File: config.mk
export PLATFORM = sky130hd
export DESIGN_NAME = display_supply_fault_supervisor
export DESIGN_NICKNAME = d
export VERILOG_FILES = /design/src/core/supply_supervisor_pkg.sv /design/src/core/display_supply_fault_supervisor.sv
export SDC_FILE = /design/constraint.sdc
export NUM_CORES = 1
export LEC_CHECK = 0
export BUFFER_PORTS_ARGS = -buffer_cell sky130_fd_sc_hd__clkbuf_2
export CORE_ASPECT_RATIO = 1.75
export CORE_MARGIN = 4
export CORE_UTILIZATION = 57
export DETAILED_ROUTE_END_ITERATION = 6
export PLACE_DENSITY_LB_ADDON = 0.25
export SYNTH_ARGS = -nofsm -noshare
export SYNTH_HDL_FRONTEND = slang
export SYNTH_SLANG_ARGS = --single-unit
File: constraint.sdc
create_clock -name clk -period 3.9 [get_ports clk]
set_input_delay 0.195 -clock clk [delete_from_list [all_inputs] [get_ports clk]]
set_output_delay 0.195 -clock clk [all_outputs]
set_load 0.03 [all_outputs]
File: src/core/supply_supervisor_pkg.sv
// Purpose: shared constants for the display supply fault supervisor
// Assumes: 40 MHz clock
// Notes: times are kept in microseconds and turned into cycle counts here
package supply_supervisor_pkg;
  localparam int unsigned CLK_MHZ = 40;
  localparam int unsigned DEBOUNCE_US = 1000;
  localparam int unsigned POS_START_US = 10000;
  localparam int unsigned NEG_START_US = 12500;
  localparam int unsigned NEG_ENABLE_US = 10000;
  localparam int unsigned DEBOUNCE_CYC = DEBOUNCE_US * CLK_MHZ;
  localparam int unsigned POS_START_CYC = POS_START_US * CLK_MHZ;
  localparam int unsigned NEG_START_CYC = NEG_START_US * CLK_MHZ;
  localparam int unsigned NEG_ENABLE_CYC = NEG_ENABLE_US * CLK_MHZ;
  localparam int unsigned CNT_W = 20;
  localparam logic [1:0] RESET_RAILS = 2'h0;
  typedef enum logic [2:0] {
    ST_OFF, ST_POS_UP, ST_NEG_UP, ST_RUN, ST_PANEL_FAULT
  } seq_state_t;
endpackage

File: src/core/display_supply_fault_supervisor.sv
// Purpose: supervise three display supply rails and shut them down on faults
// Assumes: comparator flags are synchronous to clk, high when true
// Notes: 1 ms debounce filters restart whenever their flag drops
`timescale 1ns/1ps
`default_nettype none

// Behaviour
// - positive rail overcurrent held 1 ms latches shutdown until control cycles
// - analog overcurrent held 1 ms latches shutdown until analog enable cycles
// - positive rail not regulated 10 ms after control high: all rails off
// - negative rail not regulated 12.5 ms after its enable: all rails off
// - negative rail above 250 mV at its enable: panel rails off only
// - analog rail at or below 90 percent for 1 ms while running: all rails off
// - positive rail at or below 80 percent for 1 ms while running: all rails off
// - negative rail above 600 mV for 1 ms while running: all rails off
// - over-temperature stops all rails, automatic restart when flag clears
// - control high enables positive rail at once, negative rail 10 ms later
module display_supply_fault_supervisor #(
  parameter int unsigned DEBOUNCE = supply_supervisor_pkg::DEBOUNCE_CYC,
  parameter int unsigned POS_START = supply_supervisor_pkg::POS_START_CYC,
  parameter int unsigned NEG_ENABLE = supply_supervisor_pkg::NEG_ENABLE_CYC,
  parameter int unsigned NEG_START = supply_supervisor_pkg::NEG_START_CYC
) (
  input wire logic clk,
  input wire logic rst,
  input wire logic ctrl_pin,
  input wire logic analog_enable_pin,
  input wire logic pos_overcurrent_trip,
  input wire logic analog_overcurrent_trip,
  input wire logic pos_in_regulation,
  input wire logic negative_panel_rail_in_regulation,
  input wire logic negative_panel_rail_above_250mv,
  input wire logic negative_panel_rail_above_600mv,
  input wire logic analog_low_90pct,
  input wire logic pos_low_80pct,
  input wire logic thermal_trip_threshold,
  output logic pos_rail_en_reg,
  output logic negative_panel_rail_en_reg,
  output logic analog_rail_en_reg,
  output logic defaults_reset_reg
);
  import supply_supervisor_pkg::*;

  seq_state_t state_reg;
  logic [CNT_W-1:0] seq_cnt_reg;
  logic [CNT_W-1:0] pos_oc_cnt_reg, an_oc_cnt_reg, an_low_cnt_reg;
  logic [CNT_W-1:0] pos_low_cnt_reg, neg_hi_cnt_reg;
  logic pos_latch_reg, an_latch_reg, all_off_reg;
  logic pos_oc_hit, an_oc_hit, an_low_hit, pos_low_hit, neg_hi_hit;
  logic running;

  assign running = (state_reg == ST_RUN);

  // persistence filter: counts while flag high, restarts from zero when low
  function automatic logic [CNT_W-1:0] filt(input logic f,
                                            input logic [CNT_W-1:0] c);
    if (!f)
      filt = '0;
    else if (c < CNT_W'(DEBOUNCE))
      filt = c + 1'b1;
    else
      filt = c;
  endfunction

  always_ff @(posedge clk or posedge rst)
  begin
    if (rst)
    begin
      pos_oc_cnt_reg <= '0;
      an_oc_cnt_reg <= '0;
      an_low_cnt_reg <= '0;
      pos_low_cnt_reg <= '0;
      neg_hi_cnt_reg <= '0;
    end
    else
    begin
      pos_oc_cnt_reg <= filt(pos_overcurrent_trip, pos_oc_cnt_reg);
      an_oc_cnt_reg <= filt(analog_overcurrent_trip, an_oc_cnt_reg);
      an_low_cnt_reg <= filt(analog_low_90pct && running, an_low_cnt_reg);
      pos_low_cnt_reg <= filt(pos_low_80pct && running, pos_low_cnt_reg);
      neg_hi_cnt_reg <= filt(negative_panel_rail_above_600mv && running,
                             neg_hi_cnt_reg);
    end
  end

  assign pos_oc_hit = pos_oc_cnt_reg == CNT_W'(DEBOUNCE);
  assign an_oc_hit = an_oc_cnt_reg == CNT_W'(DEBOUNCE);
  assign an_low_hit = an_low_cnt_reg == CNT_W'(DEBOUNCE);
  assign pos_low_hit = pos_low_cnt_reg == CNT_W'(DEBOUNCE);
  assign neg_hi_hit = neg_hi_cnt_reg == CNT_W'(DEBOUNCE);

  // positive overcurrent latch, cleared by control low
  always_ff @(posedge clk or posedge rst)
  begin
    if (rst)
      pos_latch_reg <= 1'b0;
    else if (pos_oc_hit)
      pos_latch_reg <= 1'b1;
    else if (!ctrl_pin)
      pos_latch_reg <= 1'b0;
  end

  // analog overcurrent latch, cleared by analog enable low
  always_ff @(posedge clk or posedge rst)
  begin
    if (rst)
      an_latch_reg <= 1'b0;
    else if (an_oc_hit)
      an_latch_reg <= 1'b1;
    else if (!analog_enable_pin)
      an_latch_reg <= 1'b0;
  end

  // short faults latch all rails off until control and analog enable are low
  always_ff @(posedge clk or posedge rst)
  begin
    if (rst)
      all_off_reg <= 1'b0;
    else if (an_low_hit || pos_low_hit || neg_hi_hit)
      all_off_reg <= 1'b1;
    else if (state_reg == ST_POS_UP && seq_cnt_reg >= CNT_W'(POS_START - 1)
             && !pos_in_regulation)
      all_off_reg <= 1'b1;
    else if (state_reg == ST_NEG_UP && seq_cnt_reg >= CNT_W'(NEG_START - 1)
             && !negative_panel_rail_in_regulation)
      all_off_reg <= 1'b1;
    else if (!ctrl_pin && !analog_enable_pin)
      all_off_reg <= 1'b0;
  end

  // panel sequencer on one timebase
  always_ff @(posedge clk or posedge rst)
  begin
    if (rst)
    begin
      state_reg <= ST_OFF;
      seq_cnt_reg <= '0;
    end
    else if (!ctrl_pin || pos_latch_reg || an_latch_reg || all_off_reg
             || thermal_trip_threshold)
    begin
      state_reg <= ST_OFF;
      seq_cnt_reg <= '0;
    end
    else
    begin
      case (state_reg)
        ST_OFF:
        begin
          state_reg <= ST_POS_UP;
          seq_cnt_reg <= '0;
        end
        ST_POS_UP:
        begin
          seq_cnt_reg <= seq_cnt_reg + 1'b1;
          if (seq_cnt_reg >= CNT_W'(NEG_ENABLE - 1))
          begin
            seq_cnt_reg <= '0;
            if (negative_panel_rail_above_250mv)
              state_reg <= ST_PANEL_FAULT;
            else
              state_reg <= ST_NEG_UP;
          end
        end
        ST_NEG_UP:
        begin
          seq_cnt_reg <= seq_cnt_reg + 1'b1;
          if (negative_panel_rail_in_regulation)
            state_reg <= ST_RUN;
        end
        ST_RUN: state_reg <= ST_RUN;
        ST_PANEL_FAULT: state_reg <= ST_PANEL_FAULT;
        default: state_reg <= ST_OFF;
      endcase
    end
  end

  always_ff @(posedge clk or posedge rst)
  begin
    if (rst)
    begin
      pos_rail_en_reg <= 1'b0;
      negative_panel_rail_en_reg <= 1'b0;
      analog_rail_en_reg <= 1'b0;
      defaults_reset_reg <= 1'b1;
    end
    else
    begin
      pos_rail_en_reg <= state_reg == ST_POS_UP || state_reg == ST_NEG_UP
                         || running;
      negative_panel_rail_en_reg <= state_reg == ST_NEG_UP || running;
      // either overcurrent shuts the whole device, analog rail included
      analog_rail_en_reg <= analog_enable_pin && !an_latch_reg
                            && !pos_latch_reg && !all_off_reg
                            && !thermal_trip_threshold;
      defaults_reset_reg <= !ctrl_pin && !analog_enable_pin;
    end
  end
endmodule

`default_nettype wire

# --- Word-level counts from Yosys, hierarchy flattened ---
# Index checks and enable logic that the tools add are counted.
totals:
  ram_bits: 0
  out_inout_bits: 4
  memories: 0
  ff_bits: 130
  romBits: 0
  latch_bits: 0
  word_cells: 104
classes:
  muxes: 26
  eq_ne: 18
  n_reduce_logical: 33
  mul: 0
  n_div: 0
  shifts: 0
  add_sub_neg: 6
  order_cmp: 7
  n_bitwise: 0
op_table:
  columns: ["cell", "n"]
  rows:
  - ["two-way mux 20 bit", 12]
  - ["adder 20 x 1 -> 20 bit, second input constant", 6]
  - ["== test 20 x 16 -> 1 bit, second input constant", 5]
  - ["< comparator 20 x 16 -> 1 bit, second input constant", 5]
  - ["case mux 20 bit (3 select lines)", 1]
  - [">= comparator 20 x 19 -> 1 bit, second input constant", 2]
  - ["case mux 3 bit (5 select lines)", 1]
  - ["inequality test 2 x 1 -> 1 bit, second input constant", 7]
  - ["logical AND 1 bit", 12]
  - ["two-way mux 3 bit", 4]
  - ["logical OR 1 bit", 9]
  - ["zero test 1 bit", 8]
  - ["two-way mux 1 bit", 8]
  - ["nonzero test 4 bit", 2]
  - ["== test 3 x 2 -> 1 bit, second input constant", 2]
  - ["== test 3 x 1 -> 1 bit, second input constant", 1]
  - ["== test 3 bit, second input constant", 1]
  - ["zero test 3 bit", 1]
  - ["inequality test 3 x 1 -> 1 bit, second input constant", 1]
  - ["inequality test 3 x 2 -> 1 bit, second input constant", 1]
  - ["AND reduction 2 bit", 1]

# --- Longest topological paths before layout ---
logic_depth:
  word_depth: 7
  depth_mapped: 7
  depth_no_buf: 7

# --- Worst setup path after synthesis ---
# Ideal clock, no wire load.
synth_timing:
  kind: "register -> register"
  startpoint: "register neg_hi_cnt_reg[9]"
  endpoint: "register neg_hi_cnt_reg[13]"
  setup_time_ps: 78
  slack_ps: 1795
  n_path_buf: 1
  arrival_ps: 2027
  required_ps: 3822
  stages_incl_launch_ff: 7
  synth_period_minus_slack_ps: 2105
  path_cell_list: "dfrtp_1 > or4_1 > and4_1 > buf_6 > or3_1 > or3_1 > a21oi_1"
synth_between:
  elab_chain_cells: 3
synth_rtl:
  columns: ["item", "line_no", "rtl"]
  rows:
  - ["from (decl)", "display_supply_fault_supervisor.sv:47", "logic [CNT_W-1:0] pos_low_cnt_reg, neg_hi_cnt_reg;"]
  - ["from (signal assigned)", "display_supply_fault_supervisor.sv:81", "neg_hi_cnt_reg <= filt(negative_panel_rail_above_600mv && running,"]
  - ["adder 20 x 1 -> 20 bit", "display_supply_fault_supervisor.sv:60", "filt = c + 1'b1;"]
  - ["two-way mux 20 bit", "display_supply_fault_supervisor.sv:59", "else if (c < CNT_W'(DEBOUNCE))"]
  - ["two-way mux 20 bit", "display_supply_fault_supervisor.sv:57", "if (!f)"]
# Several ways; a longest one is shown, not always the timed one. The select of a mux whose other input is x is not followed.
# A chain may end at the register's enable or synchronous reset.

# --- Worst setup path after layout ---
layout_timing:
  startpoint: "register pos_oc_cnt_reg[16]"
  endpoint: "register pos_oc_cnt_reg[17]"
layout_between:
  elab_chain_cells: 3
layout_rtl:
  columns: ["item", "line_no", "rtl"]
  rows:
  - ["from (decl)", "display_supply_fault_supervisor.sv:46", "logic [CNT_W-1:0] pos_oc_cnt_reg, an_oc_cnt_reg, an_low_cnt_reg;"]
  - ["from (signal assigned)", "display_supply_fault_supervisor.sv:77", "pos_oc_cnt_reg <= filt(pos_overcurrent_trip, pos_oc_cnt_reg);"]
  - ["adder 20 x 1 -> 20 bit", "display_supply_fault_supervisor.sv:60", null]
  - ["two-way mux 20 bit", "display_supply_fault_supervisor.sv:59", null]
  - ["two-way mux 20 bit", "display_supply_fault_supervisor.sv:57", null]
# Several ways; a longest one is shown, not always the timed one. The select of a mux whose other input is x is not followed.

==> run_results.csv <==
group,metric,value,unit
status,status,"finished clean",
yosys,ys_ff_latch,130,
timing,fin_crit_sh,0.5983,
yosys,synth_area_per_cell,9.473,µm²
cells_and_area,drive_above_1_share,0.07248,
floorplanning,num_rows,52,
cells_and_area,syn2layout_area_growth,11.34,%
worst_setup_path,crit_buf_inv,0,
floorplanning,die_x,90.46,µm
cts,tritoncts,"done",
power_and_ir_drop,p_leak,3.175,nW
routing,drtAntennaViolNets,0,
worst_setup_path,startpoint_type,"register",
timing,drv_slew,0,
cells_and_area,diodes,0,
yosys,synth_simple_gate_area_frac,0.2839,
placement,io_buffers,16,
worst_setup_path,cp.arrival,2.67,ns
yosys,synth_edf_count,0,
placement,place_area,0.006949,mm²
floorplanning,start_util,0.5857,
power_and_ir_drop,vdd_drop_max,327.8,µV
cells_and_area,nets,756,
worst_setup_path,critPathKind,"reg2reg",
timing,finClkSkew,0.008069,ns
cts,clkTransAtPathRegs,0.05,ns
cts,clockBufferDepth,2,
yosys,synth_flop_cell,"dfrtp_1",
power_and_ir_drop,p_per_area,394.2,mW/mm²
floorplanning,io_pins,17,
routing,wl,14350,µm
timing,layout_setup_ws,1.566,ns
power_and_ir_drop,p_total,0.002977,W
floorplanning,die_y,152.3,µm
routing,drcViolationCount,0,
timing,rsz0062_at_grt,"no",
cells_and_area,final_area,0.007552,mm²
yosys,syn_inst,716,
yosys,ys_types,51,
yosys,synth-compound-area-share,0.08670,
floorplanning,die_area,0.01378,mm²
yosys,ys_seq_area_frac,0.4798,
cts,insertion_delay,0.41,ns
timing,clock.fmax,428.5,MHz
cts,h-tree-depth,4,
timing,hold_violations,0,
job,maxCapViolCount,0,
placement,place.gp.congestion,0.9145,
worst_setup_path,slowest_stage,"nor4_1",
placement,place_hpwl,10000,µm
timing,min_period,2.334,ns
cts,cts_buffers,17,
floorplanning,coreArea,0.01158,mm²
timing,worst_pin_slew,1.021,ns
timing,finalSetupViolations,0,
routing,firstDrtPassIters,5,
worst_setup_path,path_max_fanout,7,
worst_setup_path,crit_required,4.24,ns
routing,num_vias,5326,
worst_setup_path,crit_chain,"nor4_1 > o211ai_1 > a2111oi_1 > a31oi_1 > nor2b_1",
cts,cts_sinks,130,
worst_setup_path,critical_path.top_delay_family,"compound AO/OA/AOI/OAI gates",
timing,fin_setup_tns,0,ns
global_routing,overflow,0,
yosys,synth_top_family_by_area,"simple AND/OR/NAND/NOR gates",
global_routing,grt_pass1_wl,25070,µm
cts,clock-root-buffer,"clkbuf_16",
cts,postCtsSetupBuffers,0,
global_routing,grt_usage,0.2198,
worst_setup_path,cp_slowest_stage_delay,0.59,ns
yosys,muxShareOfSynthArea,0.008854,
yosys,synthArstFlopShare,1.000,
yosys,syn_nets,740,
placement,dp_slack,1.577,ns
routing,avgViaCountPerCell,6.052,
global_routing,grt_pass1_vias,5468,
routing,avgRoutedWirePerCell,16.30,µm
cells_and_area,fill_cells,967,
timing,slew_headroom,0.3192,
routing,drtIter0Drc,349,
worst_setup_path,cp-end-kind,"register",
yosys,yosys_warnings,0,
min_path,min_path_type,"in2async",
yosys,syn_area,0.006783,mm²
global_routing,grt_start_max_net_pins,84,
yosys,synth-adder-area-share,0.02029,
global_routing,antenna_found_initial,0,
yosys,synth_xor_area_frac,0.08910,
[layer usage]
| layer | wire (µm) | GRT usage | up-vias |
|---|---|---|---|
| met5 | 0 | 0 | - |
| met4 | 470 | 0.1088 | 0 |
| met3 | 516 | 0.04298 | 45 |
| met2 | 7698 | 0.3933 | 132 |
| met1 | 5660 | 0.2462 | 2580 |
| li1 | - | - | 2569 |
[final cells by class]
| class | count | area (µm²) | area share |
|---|---|---|---|
| clock buffers | 22 | 464.2 | 0.06146 |
| clock inverters | 10 | 108.9 | 0.01441 |
| inverters | 30 | 115.1 | 0.01524 |
| multi-input cells | 532 | 3316 | 0.4390 |
| flip-flops and latches | 130 | 3254 | 0.4309 |
| well taps | 135 | 168.9 | 0.02237 |
| repair buffers | 21 | 125.1 | 0.01657 |
[repair_timing]
| action | CTS | global route |
|---|---|---|
| hold buffers | 3 | 0 |
| endpoints found under the hold margin | 2 | 0 |
| gates resized for setup | 0 | 0 |
[report_power, final]
| part | switching, W | total (W) | internal [W] | leakage (nW) |
|---|---|---|---|---|
| clock network | 0.000560 | 0.00153 | 0.000968 | 0.280 |
| registers | 0.0000102 | 0.00137 | 0.00136 | 1.81 |
| logic | 0.0000569 | 0.0000808 | 0.0000239 | 1.09 |
| total | 0.000627 | 0.00298 | 0.00235 | 3.18 |
[worst paths after layout]
path,startpoint,end,slack [ns],depth (start not counted)
worst max-delay path,pos_oc_cnt_reg[16],pos_oc_cnt_reg[17],1.57,5
worst min-delay path,rst,an_oc_cnt_reg[1],0.03,2
worst max register to register,pos_oc_cnt_reg[16],pos_oc_cnt_reg[17],1.57,5
worst min register to register,pos_low_cnt_reg[18],pos_low_cnt_reg[18],0.49,1
max in group asynchronous,rst,defaults_reset_reg,2.92,3
min in group clk,negative_panel_rail_above_250mv,state_reg[2],0.07,3
[cells in the mapped netlist, types with 4 or more instances]
master	n	area (µm²)
nand2b_1	5	31.28
a21oi_1	12	60.06
nor4b_1	12	105.1
xor2_1	23	201.4
nor2b_1	9	56.30
a21o_1	4	30.03
or4_1	4	30.03
nor4_1	28	175.2
a2111oi_0	6	52.55
nand4_1	21	131.4
and2_1	44	275.3
o21ai_0	17	85.08
inv_1	30	112.6
nor3_1	34	170.2
dfrtp_1	129	3228
nand2_1	62	232.7
or3_1	7	43.79
ha_1	11	137.6
nand3_1	33	165.2
a31oi_1	6	37.54
xnor2_1	46	402.9
nor2_1	73	274.0
and4_1	11	96.34
mux2i_1	6	60.06
nor3b_1	4	30.03
and3_1	11	68.82
clkbuf_1	21	78.83
a211oi_1	4	30.03
o211ai_1	6	45.04
[cell usage in the layout, fill, tap and decap left out, types with 4 or more instances in the layout]
master	n
a2111oi_0	6
a211oi_1	4
a21o_1	4
a21oi_1	12
a31oi_1	6
and2_1	44
and3_1	11
and4_1	11
clkbuf_16	17
clkbuf_2	16
clkinv_2	5
dfrtp_1	129
ha_1	11
inv_1	29
mux2i_1	6
nand2_1	62
nand2b_1	5
nand3_1	33
nand4_1	21
nor2_1	73
nor2b_1	9
nor3_1	34
nor3b_1	4
nor4_1	28
nor4b_1	12
o211ai_1	6
o21ai_0	17
or3_1	7
or4_1	4
xnor2_1	46
xor2_1	23
[stage by stage]
step | util | cells | hold WS, ns
3_3_place_gp | 0.6000 | 845 | 0.3605
2_1_floorplan | - | 716 | 0.2223
6_report | 0.6521 | 880 | 0.02684
5_1_grt | 0.6521 | 880 | 0.07516
4_1_cts | 0.6521 | 880 | 0.05452
3_5_place_dp | 0.6000 | 845 | 0.3651
[cell families (layout without fill, tap and decap cells)]
group / count (synthesis) / count (layout)
compound gates: 84 / 84
xor+xnor: 69 / 69
fa+ha+maj: 11 / 11
buf+inv: 54 / 83
flops: 130 / 130
mux: 6 / 6
simple gates: 362 / 362
No activity file was read; power rests on OpenSTA's default activity.
